**config.mk**
```make
export PLATFORM = sky130hd
export DESIGN_NAME = dcif_frontend
export DESIGN_NICKNAME = d
export VERILOG_FILES = /design/src/logic/dcif_pkg.sv /design/src/logic/dcif_frontend.sv /design/src/logic/dcif_seg_buf.sv
export SDC_FILE = /design/constraint.sdc
export NUM_CORES = 2
export LEC_CHECK = 0
export ABC_AREA = 1
export BUFFER_PORTS_ARGS = -buffer_cell sky130_fd_sc_hd__clkbuf_2
export CELL_PAD_IN_SITES_DETAIL_PLACEMENT = 1
export CELL_PAD_IN_SITES_GLOBAL_PLACEMENT = 1
export CORE_MARGIN = 2
export CORE_UTILIZATION = 49
export CTS_CLUSTER_SIZE = 25
export DETAILED_ROUTE_END_ITERATION = 8
export PLACE_DENSITY_LB_ADDON = 0.1
export SLEW_MARGIN = 20
export SYNTH_ARGS = -nofsm -noshare
export SYNTH_HDL_FRONTEND = slang
export SYNTH_SLANG_ARGS = --single-unit
```
**constraint.sdc**
```tcl
create_clock -name clk -period 54.8 [get_ports clk]
set_clock_uncertainty 0.15 [all_clocks]
set_input_delay 2.74 -clock clk [delete_from_list [all_inputs] [get_ports clk]]
set_output_delay 2.74 -clock clk [all_outputs]
set_load 0.02 [all_outputs]
```
**src/logic/dcif_pkg.sv**
```systemverilog
// Object indices, field layouts, mode values and carrier types of the command front end
package dcif_pkg;

	// Object indices
	localparam logic [15:0] IDX_TRAJ_STATUS = 16'h2256;
	localparam logic [15:0] IDX_REG_OFFSET = 16'h2325;
	localparam logic [15:0] IDX_TWO_IN_CFG = 16'h2326;
	localparam logic [15:0] IDX_FIRST_IN = 16'h2327;
	localparam logic [15:0] IDX_SECOND_IN = 16'h2328;
	localparam logic [15:0] IDX_PULSE_CNT = 16'h2329;
	localparam logic [15:0] IDX_PWM_DUTY = 16'h232a;
	localparam logic [15:0] IDX_PWM_BAND = 16'h232b;
	localparam logic [15:0] IDX_CROSS_GAIN = 16'h2378;

	// Operating state select values
	localparam logic [7:0] STATE_PULSE_DIR = 8'h17;
	localparam logic [7:0] STATE_TWO_INPUT = 8'h05;

	// Buffer status field positions
	localparam int STAT_FREE_LSB = 0;
	localparam int STAT_FULL_LSB = 8;
	localparam int STAT_CNT_W = 8;

	// Two-input configuration fields
	localparam int CFG_SRC_LSB = 0;
	localparam int CFG_FMT_LSB = 8;
	localparam int CFG_ANGLE_ADD_BIT = 16;
	localparam int CFG_FIELD_CTL_BIT = 17;
	localparam logic [31:0] CFG_MASK = 32'h0003_0303;
	localparam logic [31:0] CFG_RESET = 32'h0000_0000;

	// Command sources and formats
	localparam logic [1:0] SRC_PWM = 2'h0;
	localparam logic [1:0] SRC_ANALOG_REF = 2'h1;
	localparam logic [1:0] SRC_ANALOG_ENC = 2'h2;
	localparam logic [1:0] SRC_NETWORK = 2'h3;
	localparam logic [1:0] FMT_120_DEG = 2'h0;
	localparam logic [1:0] FMT_90_DEG = 2'h1;
	localparam logic [1:0] FMT_ANGLE_MAG = 2'h2;

	// Reset values
	localparam logic [15:0] WORD16_RESET = 16'h0000;
	localparam logic [31:0] WORD32_RESET = 32'h0000_0000;

	// Object access request and answer
	typedef struct packed {
		logic rd;
		logic wr;
		logic [15:0] index;
		logic [31:0] wdata;
	} dcif_req_t;

	typedef struct packed {
		logic ack;
		logic err;
		logic [31:0] rdata;
	} dcif_rsp_t;

endpackage

```
**src/logic/dcif_frontend.sv**
```systemverilog
// Command-input front end of a servo drive: network objects and command paths
`timescale 1ns/1ps
module dcif_frontend #(
	parameter int SEG_W = 64,
	parameter int SEG_DEPTH = 16,
	parameter bit DUAL_AXIS = 1'b1
) (
	input wire logic clk,
	input wire logic rst,
	input wire dcif_pkg::dcif_req_t obj_req,
	output dcif_pkg::dcif_rsp_t obj_rsp,
	input wire logic [7:0] op_state,
	input wire logic profile_pos_mode,
	input wire logic seg_valid,
	input wire logic [SEG_W-1:0] seg_data,
	output logic seg_ready,
	output logic traj_seg_valid,
	output logic [SEG_W-1:0] traj_seg_data,
	input wire logic traj_seg_take,
	input wire logic step_pulse,
	input wire logic step_dir,
	output logic [31:0] master_pos,
	input wire logic [15:0] pwm_duty_first,
	input wire logic [15:0] pwm_duty_second,
	input wire logic [15:0] analog_ref_first,
	input wire logic [15:0] analog_ref_second,
	input wire logic [15:0] analog_enc_first,
	input wire logic [15:0] analog_enc_second,
	input wire logic [15:0] hall_offset,
	output logic [15:0] cmd_first,
	output logic [15:0] cmd_second,
	output logic [1:0] cmd_source,
	output logic [1:0] cmd_format,
	output logic angle_offset_en,
	output logic field_oriented_control,
	output logic two_input_active,
	input wire logic [31:0] pos_err_a,
	input wire logic [31:0] pos_err_b,
	output logic [48:0] cross_term
);

	if (SEG_DEPTH < 1 || SEG_DEPTH > 255 || SEG_W < 1) begin : g_param_check
		$error("dcif_frontend: SEG_DEPTH must be 1..255 and SEG_W at least 1");
	end

	////////////////////////////////////////////////////////////////////////////
	// Storage

	logic [31:0] reg_offset;
	logic [31:0] cfg;
	logic [15:0] net_first;
	logic [15:0] net_second;
	logic [15:0] pulse_cnt;
	logic [15:0] last_cnt;
	logic [15:0] deadband;
	logic [15:0] cross_gain;
	wire [7:0] buf_used;
	wire [7:0] buf_free;

	////////////////////////////////////////////////////////////////////////////
	// Object decode

	wire [15:0] idx = obj_req.index;
	wire hit_status = idx == dcif_pkg::IDX_TRAJ_STATUS;
	wire hit_offset = idx == dcif_pkg::IDX_REG_OFFSET;
	wire hit_cfg = idx == dcif_pkg::IDX_TWO_IN_CFG;
	wire hit_first = idx == dcif_pkg::IDX_FIRST_IN;
	wire hit_second = idx == dcif_pkg::IDX_SECOND_IN;
	wire hit_cnt = idx == dcif_pkg::IDX_PULSE_CNT;
	wire hit_duty = idx == dcif_pkg::IDX_PWM_DUTY;
	wire hit_band = idx == dcif_pkg::IDX_PWM_BAND;
	wire hit_gain = idx == dcif_pkg::IDX_CROSS_GAIN;
	wire hit_ro = hit_status || hit_duty;
	wire hit_rw = hit_offset || hit_cfg || hit_first || hit_second || hit_cnt || hit_band
		|| hit_gain;
	wire wr_ok = obj_req.wr && hit_rw;
	wire req_err = (obj_req.wr && !hit_rw) || (obj_req.rd && !(hit_rw || hit_ro));
	wire req_any = obj_req.wr || obj_req.rd;

	////////////////////////////////////////////////////////////////////////////
	// Segment buffer

	wire seg_in_valid = seg_valid && profile_pos_mode;

	dcif_seg_buf #(
		.WIDTH(SEG_W),
		.DEPTH(SEG_DEPTH)
	) u_seg_buf (
		.clk(clk),
		.rst(rst),
		.in_valid(seg_in_valid),
		.in_data(seg_data),
		.in_ready(seg_ready),
		.out_valid(traj_seg_valid),
		.out_data(traj_seg_data),
		.out_ready(traj_seg_take),
		.used(buf_used),
		.free(buf_free)
	);

	wire [31:0] status_word = {16'h0000, buf_used, buf_free};

	////////////////////////////////////////////////////////////////////////////
	// Pulse counter and master position

	wire pd_mode = op_state == dcif_pkg::STATE_PULSE_DIR;
	wire [15:0] step_delta = step_pulse ? (step_dir ? 16'h0001 : 16'hffff) : 16'h0000;
	wire [15:0] next_cnt = (wr_ok && hit_cnt) ? obj_req.wdata[15:0] : pulse_cnt + step_delta;
	wire [15:0] cnt_delta = pulse_cnt - last_cnt;
	wire [31:0] move = pd_mode ? {{16{cnt_delta[15]}}, cnt_delta} : 32'h0000_0000;
	wire [31:0] inject = pd_mode ? reg_offset : 32'h0000_0000;
	wire [31:0] next_master = master_pos + move + inject;
	wire [31:0] next_offset = (wr_ok && hit_offset) ? obj_req.wdata
		: (pd_mode ? 32'h0000_0000 : reg_offset);

	////////////////////////////////////////////////////////////////////////////
	// Two-input command path

	function automatic logic [15:0] apply_band(input logic [15:0] x, input logic [15:0] band);
		logic [16:0] mag;
		mag = x[15] ? (17'h00000 - {x[15], x}) : {1'b0, x};
		return (mag < {1'b0, band}) ? 16'h0000 : x;
	endfunction

	wire [1:0] src = cfg[dcif_pkg::CFG_SRC_LSB +: 2];
	wire [1:0] fmt = cfg[dcif_pkg::CFG_FMT_LSB +: 2];
	wire two_in_mode = op_state == dcif_pkg::STATE_TWO_INPUT;
	wire [15:0] pwm_first_db = apply_band(pwm_duty_first, deadband);
	wire [15:0] pwm_second_db = apply_band(pwm_duty_second, deadband);
	wire [15:0] raw_first = (src == dcif_pkg::SRC_PWM) ? pwm_first_db
		: (src == dcif_pkg::SRC_ANALOG_REF) ? analog_ref_first
		: (src == dcif_pkg::SRC_ANALOG_ENC) ? analog_enc_first : net_first;
	wire [15:0] raw_second = (src == dcif_pkg::SRC_PWM) ? pwm_second_db
		: (src == dcif_pkg::SRC_ANALOG_REF) ? analog_ref_second
		: (src == dcif_pkg::SRC_ANALOG_ENC) ? analog_enc_second : net_second;
	wire add_angle = cfg[dcif_pkg::CFG_ANGLE_ADD_BIT] && fmt == dcif_pkg::FMT_ANGLE_MAG;
	wire [15:0] next_second = add_angle ? raw_second + hall_offset : raw_second;
	wire net_src = src == dcif_pkg::SRC_NETWORK;
	wire [15:0] next_net_first = (wr_ok && hit_first && net_src) ? obj_req.wdata[15:0]
		: net_first;
	wire [15:0] next_net_second = (wr_ok && hit_second && net_src) ? obj_req.wdata[15:0]
		: net_second;

	////////////////////////////////////////////////////////////////////////////
	// Cross coupling

	wire signed [32:0] err_diff = $signed({pos_err_a[31], pos_err_a})
		- $signed({pos_err_b[31], pos_err_b});
	wire signed [48:0] cross_prod = err_diff * $signed(cross_gain);
	wire [48:0] next_cross = DUAL_AXIS ? cross_prod : 49'h0;

	////////////////////////////////////////////////////////////////////////////
	// Read data

	wire [31:0] rd_word = hit_status ? status_word
		: hit_offset ? reg_offset
		: hit_cfg ? cfg
		: hit_first ? {{16{cmd_first[15]}}, cmd_first}
		: hit_second ? {{16{cmd_second[15]}}, cmd_second}
		: hit_cnt ? {{16{pulse_cnt[15]}}, pulse_cnt}
		: hit_duty ? {{16{pwm_duty_first[15]}}, pwm_duty_first}
		: hit_band ? {16'h0000, deadband}
		: hit_gain ? {{16{cross_gain[15]}}, cross_gain} : 32'h0000_0000;

	////////////////////////////////////////////////////////////////////////////
	// Registers

	always_ff @(posedge clk or posedge rst) begin
		if (rst) begin
			reg_offset <= dcif_pkg::WORD32_RESET;
			master_pos <= dcif_pkg::WORD32_RESET;
			pulse_cnt <= dcif_pkg::WORD16_RESET;
			last_cnt <= dcif_pkg::WORD16_RESET;
		end else begin
			reg_offset <= next_offset;
			master_pos <= next_master;
			pulse_cnt <= next_cnt;
			last_cnt <= pulse_cnt;
		end
	end

	always_ff @(posedge clk or posedge rst) begin
		if (rst) begin
			cfg <= dcif_pkg::CFG_RESET;
			deadband <= dcif_pkg::WORD16_RESET;
			cross_gain <= dcif_pkg::WORD16_RESET;
		end else begin
			if (wr_ok && hit_cfg) begin
				cfg <= obj_req.wdata & dcif_pkg::CFG_MASK;
			end
			if (wr_ok && hit_band) begin
				deadband <= {1'b0, obj_req.wdata[14:0]};
			end
			if (wr_ok && hit_gain) begin
				cross_gain <= obj_req.wdata[15:0];
			end
		end
	end

	always_ff @(posedge clk or posedge rst) begin
		if (rst) begin
			net_first <= dcif_pkg::WORD16_RESET;
			net_second <= dcif_pkg::WORD16_RESET;
			cmd_first <= dcif_pkg::WORD16_RESET;
			cmd_second <= dcif_pkg::WORD16_RESET;
			cross_term <= 49'h0;
		end else begin
			net_first <= next_net_first;
			net_second <= next_net_second;
			cmd_first <= raw_first;
			cmd_second <= next_second;
			cross_term <= next_cross;
		end
	end

	always_ff @(posedge clk or posedge rst) begin
		if (rst) begin
			cmd_source <= dcif_pkg::SRC_PWM;
			cmd_format <= dcif_pkg::FMT_120_DEG;
			angle_offset_en <= 1'b0;
			field_oriented_control <= 1'b0;
			two_input_active <= 1'b0;
		end else begin
			cmd_source <= src;
			cmd_format <= fmt;
			angle_offset_en <= two_in_mode && add_angle;
			field_oriented_control <= two_in_mode && cfg[dcif_pkg::CFG_FIELD_CTL_BIT];
			two_input_active <= two_in_mode;
		end
	end

	always_ff @(posedge clk or posedge rst) begin
		if (rst) begin
			obj_rsp <= '0;
		end else begin
			obj_rsp.ack <= req_any;
			obj_rsp.err <= req_any && req_err;
			obj_rsp.rdata <= (obj_req.rd && !req_err) ? rd_word : 32'h0000_0000;
		end
	end

	////////////////////////////////////////////////////////////////////////////
	// Checks

	property p_status_read;
		@(posedge clk) disable iff (rst)
		(obj_req.rd && hit_status) |=> obj_rsp.rdata == {16'h0000, $past(buf_used), $past(buf_free)};
	endproperty
	a_status_read: assert property (p_status_read) else $error("status word wrong");

	property p_offset_once;
		@(posedge clk) disable iff (rst)
		(pd_mode && cnt_delta == 16'h0000 && !(wr_ok && hit_offset))
		|=> master_pos == $past(master_pos) + $past(reg_offset) && reg_offset == 32'h0;
	endproperty
	a_offset_once: assert property (p_offset_once) else $error("offset not applied once");

	property p_offset_kept;
		@(posedge clk) disable iff (rst)
		(!pd_mode && !(wr_ok && hit_offset)) |=> $stable(reg_offset);
	endproperty
	a_offset_kept: assert property (p_offset_kept) else $error("offset lost outside mode");

	property p_mode_flag;
		@(posedge clk) disable iff (rst)
		1'b1 |=> two_input_active == ($past(op_state) == dcif_pkg::STATE_TWO_INPUT);
	endproperty
	a_mode_flag: assert property (p_mode_flag) else $error("two-input flag wrong");

	property p_field_ctl;
		@(posedge clk) disable iff (rst)
		field_oriented_control |-> two_input_active && $past(cfg[dcif_pkg::CFG_FIELD_CTL_BIT]);
	endproperty
	a_field_ctl: assert property (p_field_ctl) else $error("field control without mode or bit");

	property p_reserved;
		@(posedge clk) disable iff (rst)
		(cfg & ~dcif_pkg::CFG_MASK) == 32'h0;
	endproperty
	a_reserved: assert property (p_reserved) else $error("reserved config bit held");

	property p_net_first;
		@(posedge clk) disable iff (rst)
		(wr_ok && hit_first && net_src && !(wr_ok && hit_cfg)) ##1 (net_src && !obj_req.wr)
		|=> cmd_first == $past(obj_req.wdata[15:0], 2);
	endproperty
	a_net_first: assert property (p_net_first) else $error("network first input lost");

	property p_step;
		@(posedge clk) disable iff (rst)
		(step_pulse && !(wr_ok && hit_cnt))
		|=> pulse_cnt == $past(pulse_cnt) + ($past(step_dir) ? 16'h0001 : 16'hffff);
	endproperty
	a_step: assert property (p_step) else $error("pulse count wrong");

	property p_write_moves;
		@(posedge clk) disable iff (rst)
		(wr_ok && hit_cnt && !step_pulse) ##1 (pd_mode && reg_offset == 32'h0) [*2]
		|-> master_pos == $past(master_pos) + {{16{$past(cnt_delta[15])}}, $past(cnt_delta)};
	endproperty
	a_write_moves: assert property (p_write_moves) else $error("counter write not moved");

	property p_cross;
		@(posedge clk) disable iff (rst)
		1'b1 |=> cross_term == (DUAL_AXIS ? $past(cross_prod) : 49'h0);
	endproperty
	a_cross: assert property (p_cross) else $error("cross term wrong");

endmodule

```
**src/logic/dcif_seg_buf.sv**
```systemverilog
// Trajectory segment buffer: shift-register queue with occupancy counts
`timescale 1ns/1ps
module dcif_seg_buf #(
	parameter int WIDTH = 64,
	parameter int DEPTH = 16
) (
	input wire logic clk,
	input wire logic rst,
	input wire logic in_valid,
	input wire logic [WIDTH-1:0] in_data,
	output logic in_ready,
	output logic out_valid,
	output logic [WIDTH-1:0] out_data,
	input wire logic out_ready,
	output logic [7:0] used,
	output logic [7:0] free
);

	if (DEPTH < 1 || DEPTH > 255 || WIDTH < 1) begin : g_param_check
		$error("dcif_seg_buf: DEPTH must be 1..255 and WIDTH at least 1");
	end

	localparam logic [7:0] DEPTH_W = 8'(DEPTH);

	logic [WIDTH-1:0] entry [DEPTH];
	logic [7:0] count;
	wire push = in_valid && in_ready;
	wire pop = out_valid && out_ready;
	wire [7:0] next_count = count + {7'h0, push} - {7'h0, pop};

	// Head at entry 0; a pop shifts all entries down
	genvar i;
	generate
		for (i = 0; i < DEPTH; i++) begin : g_entry
			wire [WIDTH-1:0] upper = (i < DEPTH - 1) ? entry[(i < DEPTH - 1) ? i + 1 : i] : entry[i];
			wire load_pop = pop && push && (8'(i) == count - 8'h01);
			wire load_idle = !pop && push && (8'(i) == count);
			wire [WIDTH-1:0] next_entry = (load_pop || load_idle) ? in_data : (pop ? upper : entry[i]);
			always_ff @(posedge clk or posedge rst) begin
				if (rst) begin
					entry[i] <= '0;
				end else begin
					entry[i] <= next_entry;
				end
			end
		end
	endgenerate

	always_ff @(posedge clk or posedge rst) begin
		if (rst) begin
			count <= 8'h00;
			in_ready <= 1'b1;
			out_valid <= 1'b0;
			used <= 8'h00;
			free <= DEPTH_W;
		end else begin
			count <= next_count;
			in_ready <= next_count != DEPTH_W;
			out_valid <= next_count != 8'h00;
			used <= next_count;
			free <= DEPTH_W - next_count;
		end
	end

	assign out_data = entry[0];

endmodule

```
# Word-level counts from Yosys, hierarchy flattened
# Index checks and enable logic that the tools add are counted.
word_totals:
  reg_bits: 1329
  latchBits: 0
  mem_bits_rw: 0
  rom_bits: 0
  in_bits: 305
  wordCells: 263
  memories: 0
classes:
  n_addsub: 12
  multipliers: 1
  n_div: 0
  order_cmp: 2
  eq_ne: 46
  n_shift: 0
  n_mux: 58
  bitwise_logic: 0
  n_reduce_logical: 104
op_table:
  columns: ["cell", "count"]
  rows:
  - ["64-bit 2-to-1 mux", 30]
  - ["32-bit 2-to-1 mux", 14]
  - ["16-bit 2-to-1 mux", 12]
  - ["16-bit by 14-bit == test with 1-bit output, second input constant", 9]
  - ["4-bit by 8-bit == test with 1-bit output, first input constant", 16]
  - ["32-bit adder", 2]
  - ["3-bit by 8-bit == test with 1-bit output, first input constant", 8]
  - ["1-bit logical AND", 54]
  - ["33-bit by 16-bit multiplier with 49-bit output", 1]
  - ["17-bit by 15-bit < comparator with 1-bit output", 2]
  - ["17-bit 2-to-1 mux", 2]
  - ["1-bit by 16-bit subtractor with 17-bit output, first input constant", 2]
  - ["32-bit by 32-bit subtractor with 33-bit output", 1]
  - ["16-bit adder", 2]
  - ["2-bit by 8-bit == test with 1-bit output, first input constant", 4]
  - ["2-bit nonzero test", 16]
  - ["1-bit logical OR", 26]
  - ["1-bit by 8-bit == test with 1-bit output, first input constant", 2]
  - ["8-bit logical NOT", 2]
  - ["16-bit subtractor", 1]
  - ["8-bit by 1-bit adder with 8-bit output", 1]
  - ["8-bit by 3-bit == test with 1-bit output, second input constant", 1]
  - ["8-bit by 5-bit == test with 1-bit output, second input constant", 1]
  - ["8-bit by 5-bit inequality test with 1-bit output, second input constant", 1]
  - ["other kinds (8)", 13]

# Depth between registers and ports, before layout
logic_depth:
  depth_word: 14
  depth_mapped: 40
  depth_no_buf: 39

# Modules after synthesis
# A second synthesis with hierarchy kept.
unflattened:
  cells_unflattened: 13176
  area_unflattened_um2: 95927.0
by_module_without_submodules:
  columns: ["module", "instances", "cells_per_inst", "area_per_inst_um2"]
  rows:
  - ["dcif_seg_buf", 1, 8097, 56949.6]
  - ["dcif_frontend", 1, 5079, 38977.4]

# Least setup slack after synthesis
# Ideal clock, no wire load.
synth_path:
  path_kind: "input to register"
  start: "input pos_err_a[0]"
  end: "register cross_term[25]"
  setup_ns: 0.079
  arrival_ns: 9.354
  setup_slack_ns: 45.217
  path_stages: 34
  n_path_buf: 1
  cell_sequence: "inv_1 ha_1 fa_1 inv_1 nand3_1 nand2_1 a21oi_1 o21bai_1 nand2_1 nand3_1 or2_2 nand2_1 inv_1 clkbuf_1 nand2_1 fa_1 inv_1 fa_1 inv_1 fa_1 inv_1 fa_1 inv_1 fa_1 inv_1 fa_1 ha_1 nand2_1 nor2_1 nand2_1 o21ai_0 a21oi_1 o21ai_0 xor2_1"
synth_between:
  elab_chain_cells: 2
synth_rtl:
  columns: ["item", "line_no", "source"]
  rows:
  - ["start: declaration", "dcif_frontend.sv:37", "input wire logic [31:0] pos_err_a,"]
  - ["32-bit by 32-bit subtractor with 33-bit output", "dcif_frontend.sv:148", "- $signed({pos_err_b[31], pos_err_b});"]
  - ["33-bit by 16-bit multiplier with 49-bit output", "dcif_frontend.sv:149", "wire signed [48:0] cross_prod = err_diff * $signed(cross_gain);"]
  - ["named net cross_prod[25]", "dcif_frontend.sv:149", null]
  - ["end signal: assignment", "dcif_frontend.sv:212", "cross_term <= next_cross;"]
  - ["end: declaration", "dcif_frontend.sv:39", "output logic [48:0] cross_term"]
# The timed path passes the listed nets, and every way through them passes these cells.
# A chain may end at the register's enable or synchronous reset.

# Worst setup path in the final report
layout_path:
  start: "input pos_err_a[0]"
  end: "register cross_term[29]"
# The elaborated chain is that of the path after synthesis.

==> impl_metrics.toml <==
[finish]
fillCellCount = 20700
regArea_um2 = 33240
mostFrequentLayoutCell = "nand3_1"
multiInputGateArea_um2 = 47680
layout-drive-gt1-share = 0.1560
final_cell_mix = "nand3_1 (1,999), dfrtp_1 (1,322), inv_1 (1,079)"
nNetsFinal = 10845
area_growth_syn_to_layout_pct = 8.265
layoutNonFillerInstCount = 12221

[run_status]
outcome = "finished, final reports clean"

[global_route]
grtUsageTotal = 0.3275
grt_max_degree = 210
grt-ovfl-total = 0
antenna_found_initial = 17
grt_pass1_wl_mm = 473.8
first_global_vias = 78533

[die]
pin_count = 525
die_w_um = 430.7
row_count = 156
start_util = 0.4931
die-height_um = 430.7
core-area_um2 = 180900
die_area_um2 = 185500

[min_path]
holdCritStartpoint = "cfg[9]"
hp-class = "flop to flop"

[setup_path]
cp_slowest_cell = "inv_1"
critPathMaxFanout = 13
cpMostUsedCell = "inv_1"
required_ns = 55.33
r2r-start = "cross_gain[2]"
path_class = "input port to flop"
slowest_delay_ns = 0.60
end_kind = "flop"
worstPathArrival_ns = 11.13
critPathLaunchType = "input port"
startpoint = "pos_err_a[0]"

[timing]
rsz0062_at_grt = "no"
hold_viol = 0
final_max_slew_viol_count = 0
post-route-period-util = 0.1933
period_needed_ns = 10.59
slew_headroom = 0.1843
worst_slew_pin_slew_ns = 1.223
setup_viol = 0
finalSetupTns_ns = 0
timing.fmax_ghz = 0.09440

[logic_synthesis]
syn-cell-area_um2 = 89220
synth_seq_area_share = 0.3725
synth_area_per_cell_um2 = 9.207
ys_types = 58
yosys_register_bits = 1328
synthCells = 9691
syn_nets = 10804
synth_warnings = 0

[routing]
drt-wirelength-per-cell_um = 24.93
vias = 73617
vias_per_cell = 6.024
wl_mm = 304.6
dr.first_iter.drc_count = 5811
first_pass_iters = 6
drc = 0
ant_nets = 0

[cts]
cts_tree = "done"
clk_pin_slew_worst_paths_ns = 0.06
clockBufferDepth = 3
postCtsSetupBuffers = 0
cts_buffers = 150
clk_latency_ns = 0.80
cts_num_sinks = 1328
cts.root.buffer_cell = "clkbuf_16"
postCtsResizedCells = 0
cts_htree_levels = 4
hold_buffers = 0

[flow_run]
max_cap_violations = 0

[placement]
place.gp.congestion = 0.9785
dp.cells = 11949
hpwl_mm = 213.1
port_buffers = 524

[power]
power_density_nw_per_um2 = 33.87
peakVddDrop_mv = 0.02451
leakagePower_uw = 0.04748
layout make-up:
class                           count  share of cell area
Antenna cell                       10           0.0002591
Clock buffer                      221             0.04537
Clock inverter                     40            0.005660
Inverter                         1120             0.04463
Multi-Input combinational cell   6506              0.4936
Sequential cell                  1328              0.3441
Tap cell                         2370             0.03070
Timing Repair Buffer              626             0.03571
sequential cells by signal, indices dropped and copies added, names as in the netlist, 7 cells and up:
register and count:
pulse_cnt 16, cross_gain 16, master_pos 32, u_seg_buf.out_data 64
net_second 16, reg_offset 32, u_seg_buf.free 8, cmd_first 16
u_seg_buf.g_entry.upper 960, cross_term 49, u_seg_buf.used 7, obj_rsp 34
deadband 15, cmd_second 16, last_cnt 16, net_first 16
routing by layer:
layer  global-route usage  wire length [um]
met1               0.4495            133900
met2               0.5321            144300
met3              0.04919             15740
met4               0.1089             10580
met5                    0                39
kinds of logic (layout without fill, tap and decap cells):
| family | Yosys count | after routing | share of synthesized area |
|---|---|---|---|
| buffers and inverters | 1857 | 2007 | 0.09352 |
| other | 0 | 10 | 0 |
| adders and majority gates | 808 | 808 | 0.1585 |
| muxes | 64 | 64 | 0.007180 |
| and+or+nand+nor | 3795 | 3795 | 0.1972 |
| DFF | 1328 | 1328 | 0.3725 |
| AOI/OAI and AO/OA | 1678 | 1678 | 0.1552 |
| xor gates and xnor gates | 161 | 161 | 0.01597 |
power breakdown:
group          internal, uW  leakage (uW)  switching [uW]
combinational           317        0.0270             532
sequential             1230        0.0181             169
clock                   590       0.00242             439
total                  2130        0.0475            1140
final timing paths:
check                           slack (ns)  depth (start not counted)                             end
worst min-delay path                  0.30                          0                   cmd_format[1]
worst max-delay path                 44.21                         34                  cross_term[29]
max in group asynchronous            48.79                          6  u_seg_buf.g_entry[8].upper[36]
worst min register to register        0.30                          0                   cmd_format[1]
min in group asynchronous             1.86                          2                   cross_term[1]
worst max register to register       47.25                         21                  cross_term[43]
Yosys cell counts, drive strengths merged:
cell type,instances,area share
o21bai,20,0.0017
o221a,2,0.00025
a21oi,286,0.016
mux2i,64,0.0072
a21o,15,0.0013
o211ai,988,0.11
clkbuf,368,0.015
a31o,1,0.000098
o221ai,12,0.0012
nor2,542,0.023
o311ai,1,0.00018
nand3b,6,0.00050
a21boi,8,0.00067
dfstp,2,0.00059
fa,537,0.12
a211oi,4,0.00034
clkinv,14,0.00059
or3,1,0.000070
and3,5,0.00035
nand3,2079,0.12
a31oi,25,0.0018
nor3,49,0.0029
buf,369,0.031
or2,15,0.0011
nor3b,1,0.000084
nand4,33,0.0027
a221oi,5,0.00049
o21a,15,0.0013
nor4,9,0.00063
o2111ai,5,0.00049
inv,1106,0.047
xnor2,54,0.0053
o21ai,266,0.015
o22ai,21,0.0015
o31ai,4,0.00034
nand2,1055,0.045
ha,271,0.038
xor2,107,0.011
dfrtp,1326,0.37
worst max-delay path: cells and delay by family:
kind,cells,cell delay (ns)
adder cells (fa/ha/maj),9,4.06
AO/OA/AOI/OAI,5,1.55
AND/OR/NAND/NOR,10,1.36
buffers and inverters,9,1.09
XOR/XNOR,1,0.32
stage by stage:
step                total power (uW)    util  hold slack (ns)  setup slack (ns)  cell area (um^2)
finish                          3272  0.5339           0.3021             44.21             96600
global route                    3450  0.5338           0.3099             43.81             96590
CTS                             3294  0.5336           0.3115             44.28             96540
detailed placement              2250  0.5063           0.2966             43.44             91610
global placement                2205  0.5063           0.2812             43.32             91600
floorplan                       1979       -           0.2241             14.48             89220
Note: power is estimated with default switching activity, not from simulation.
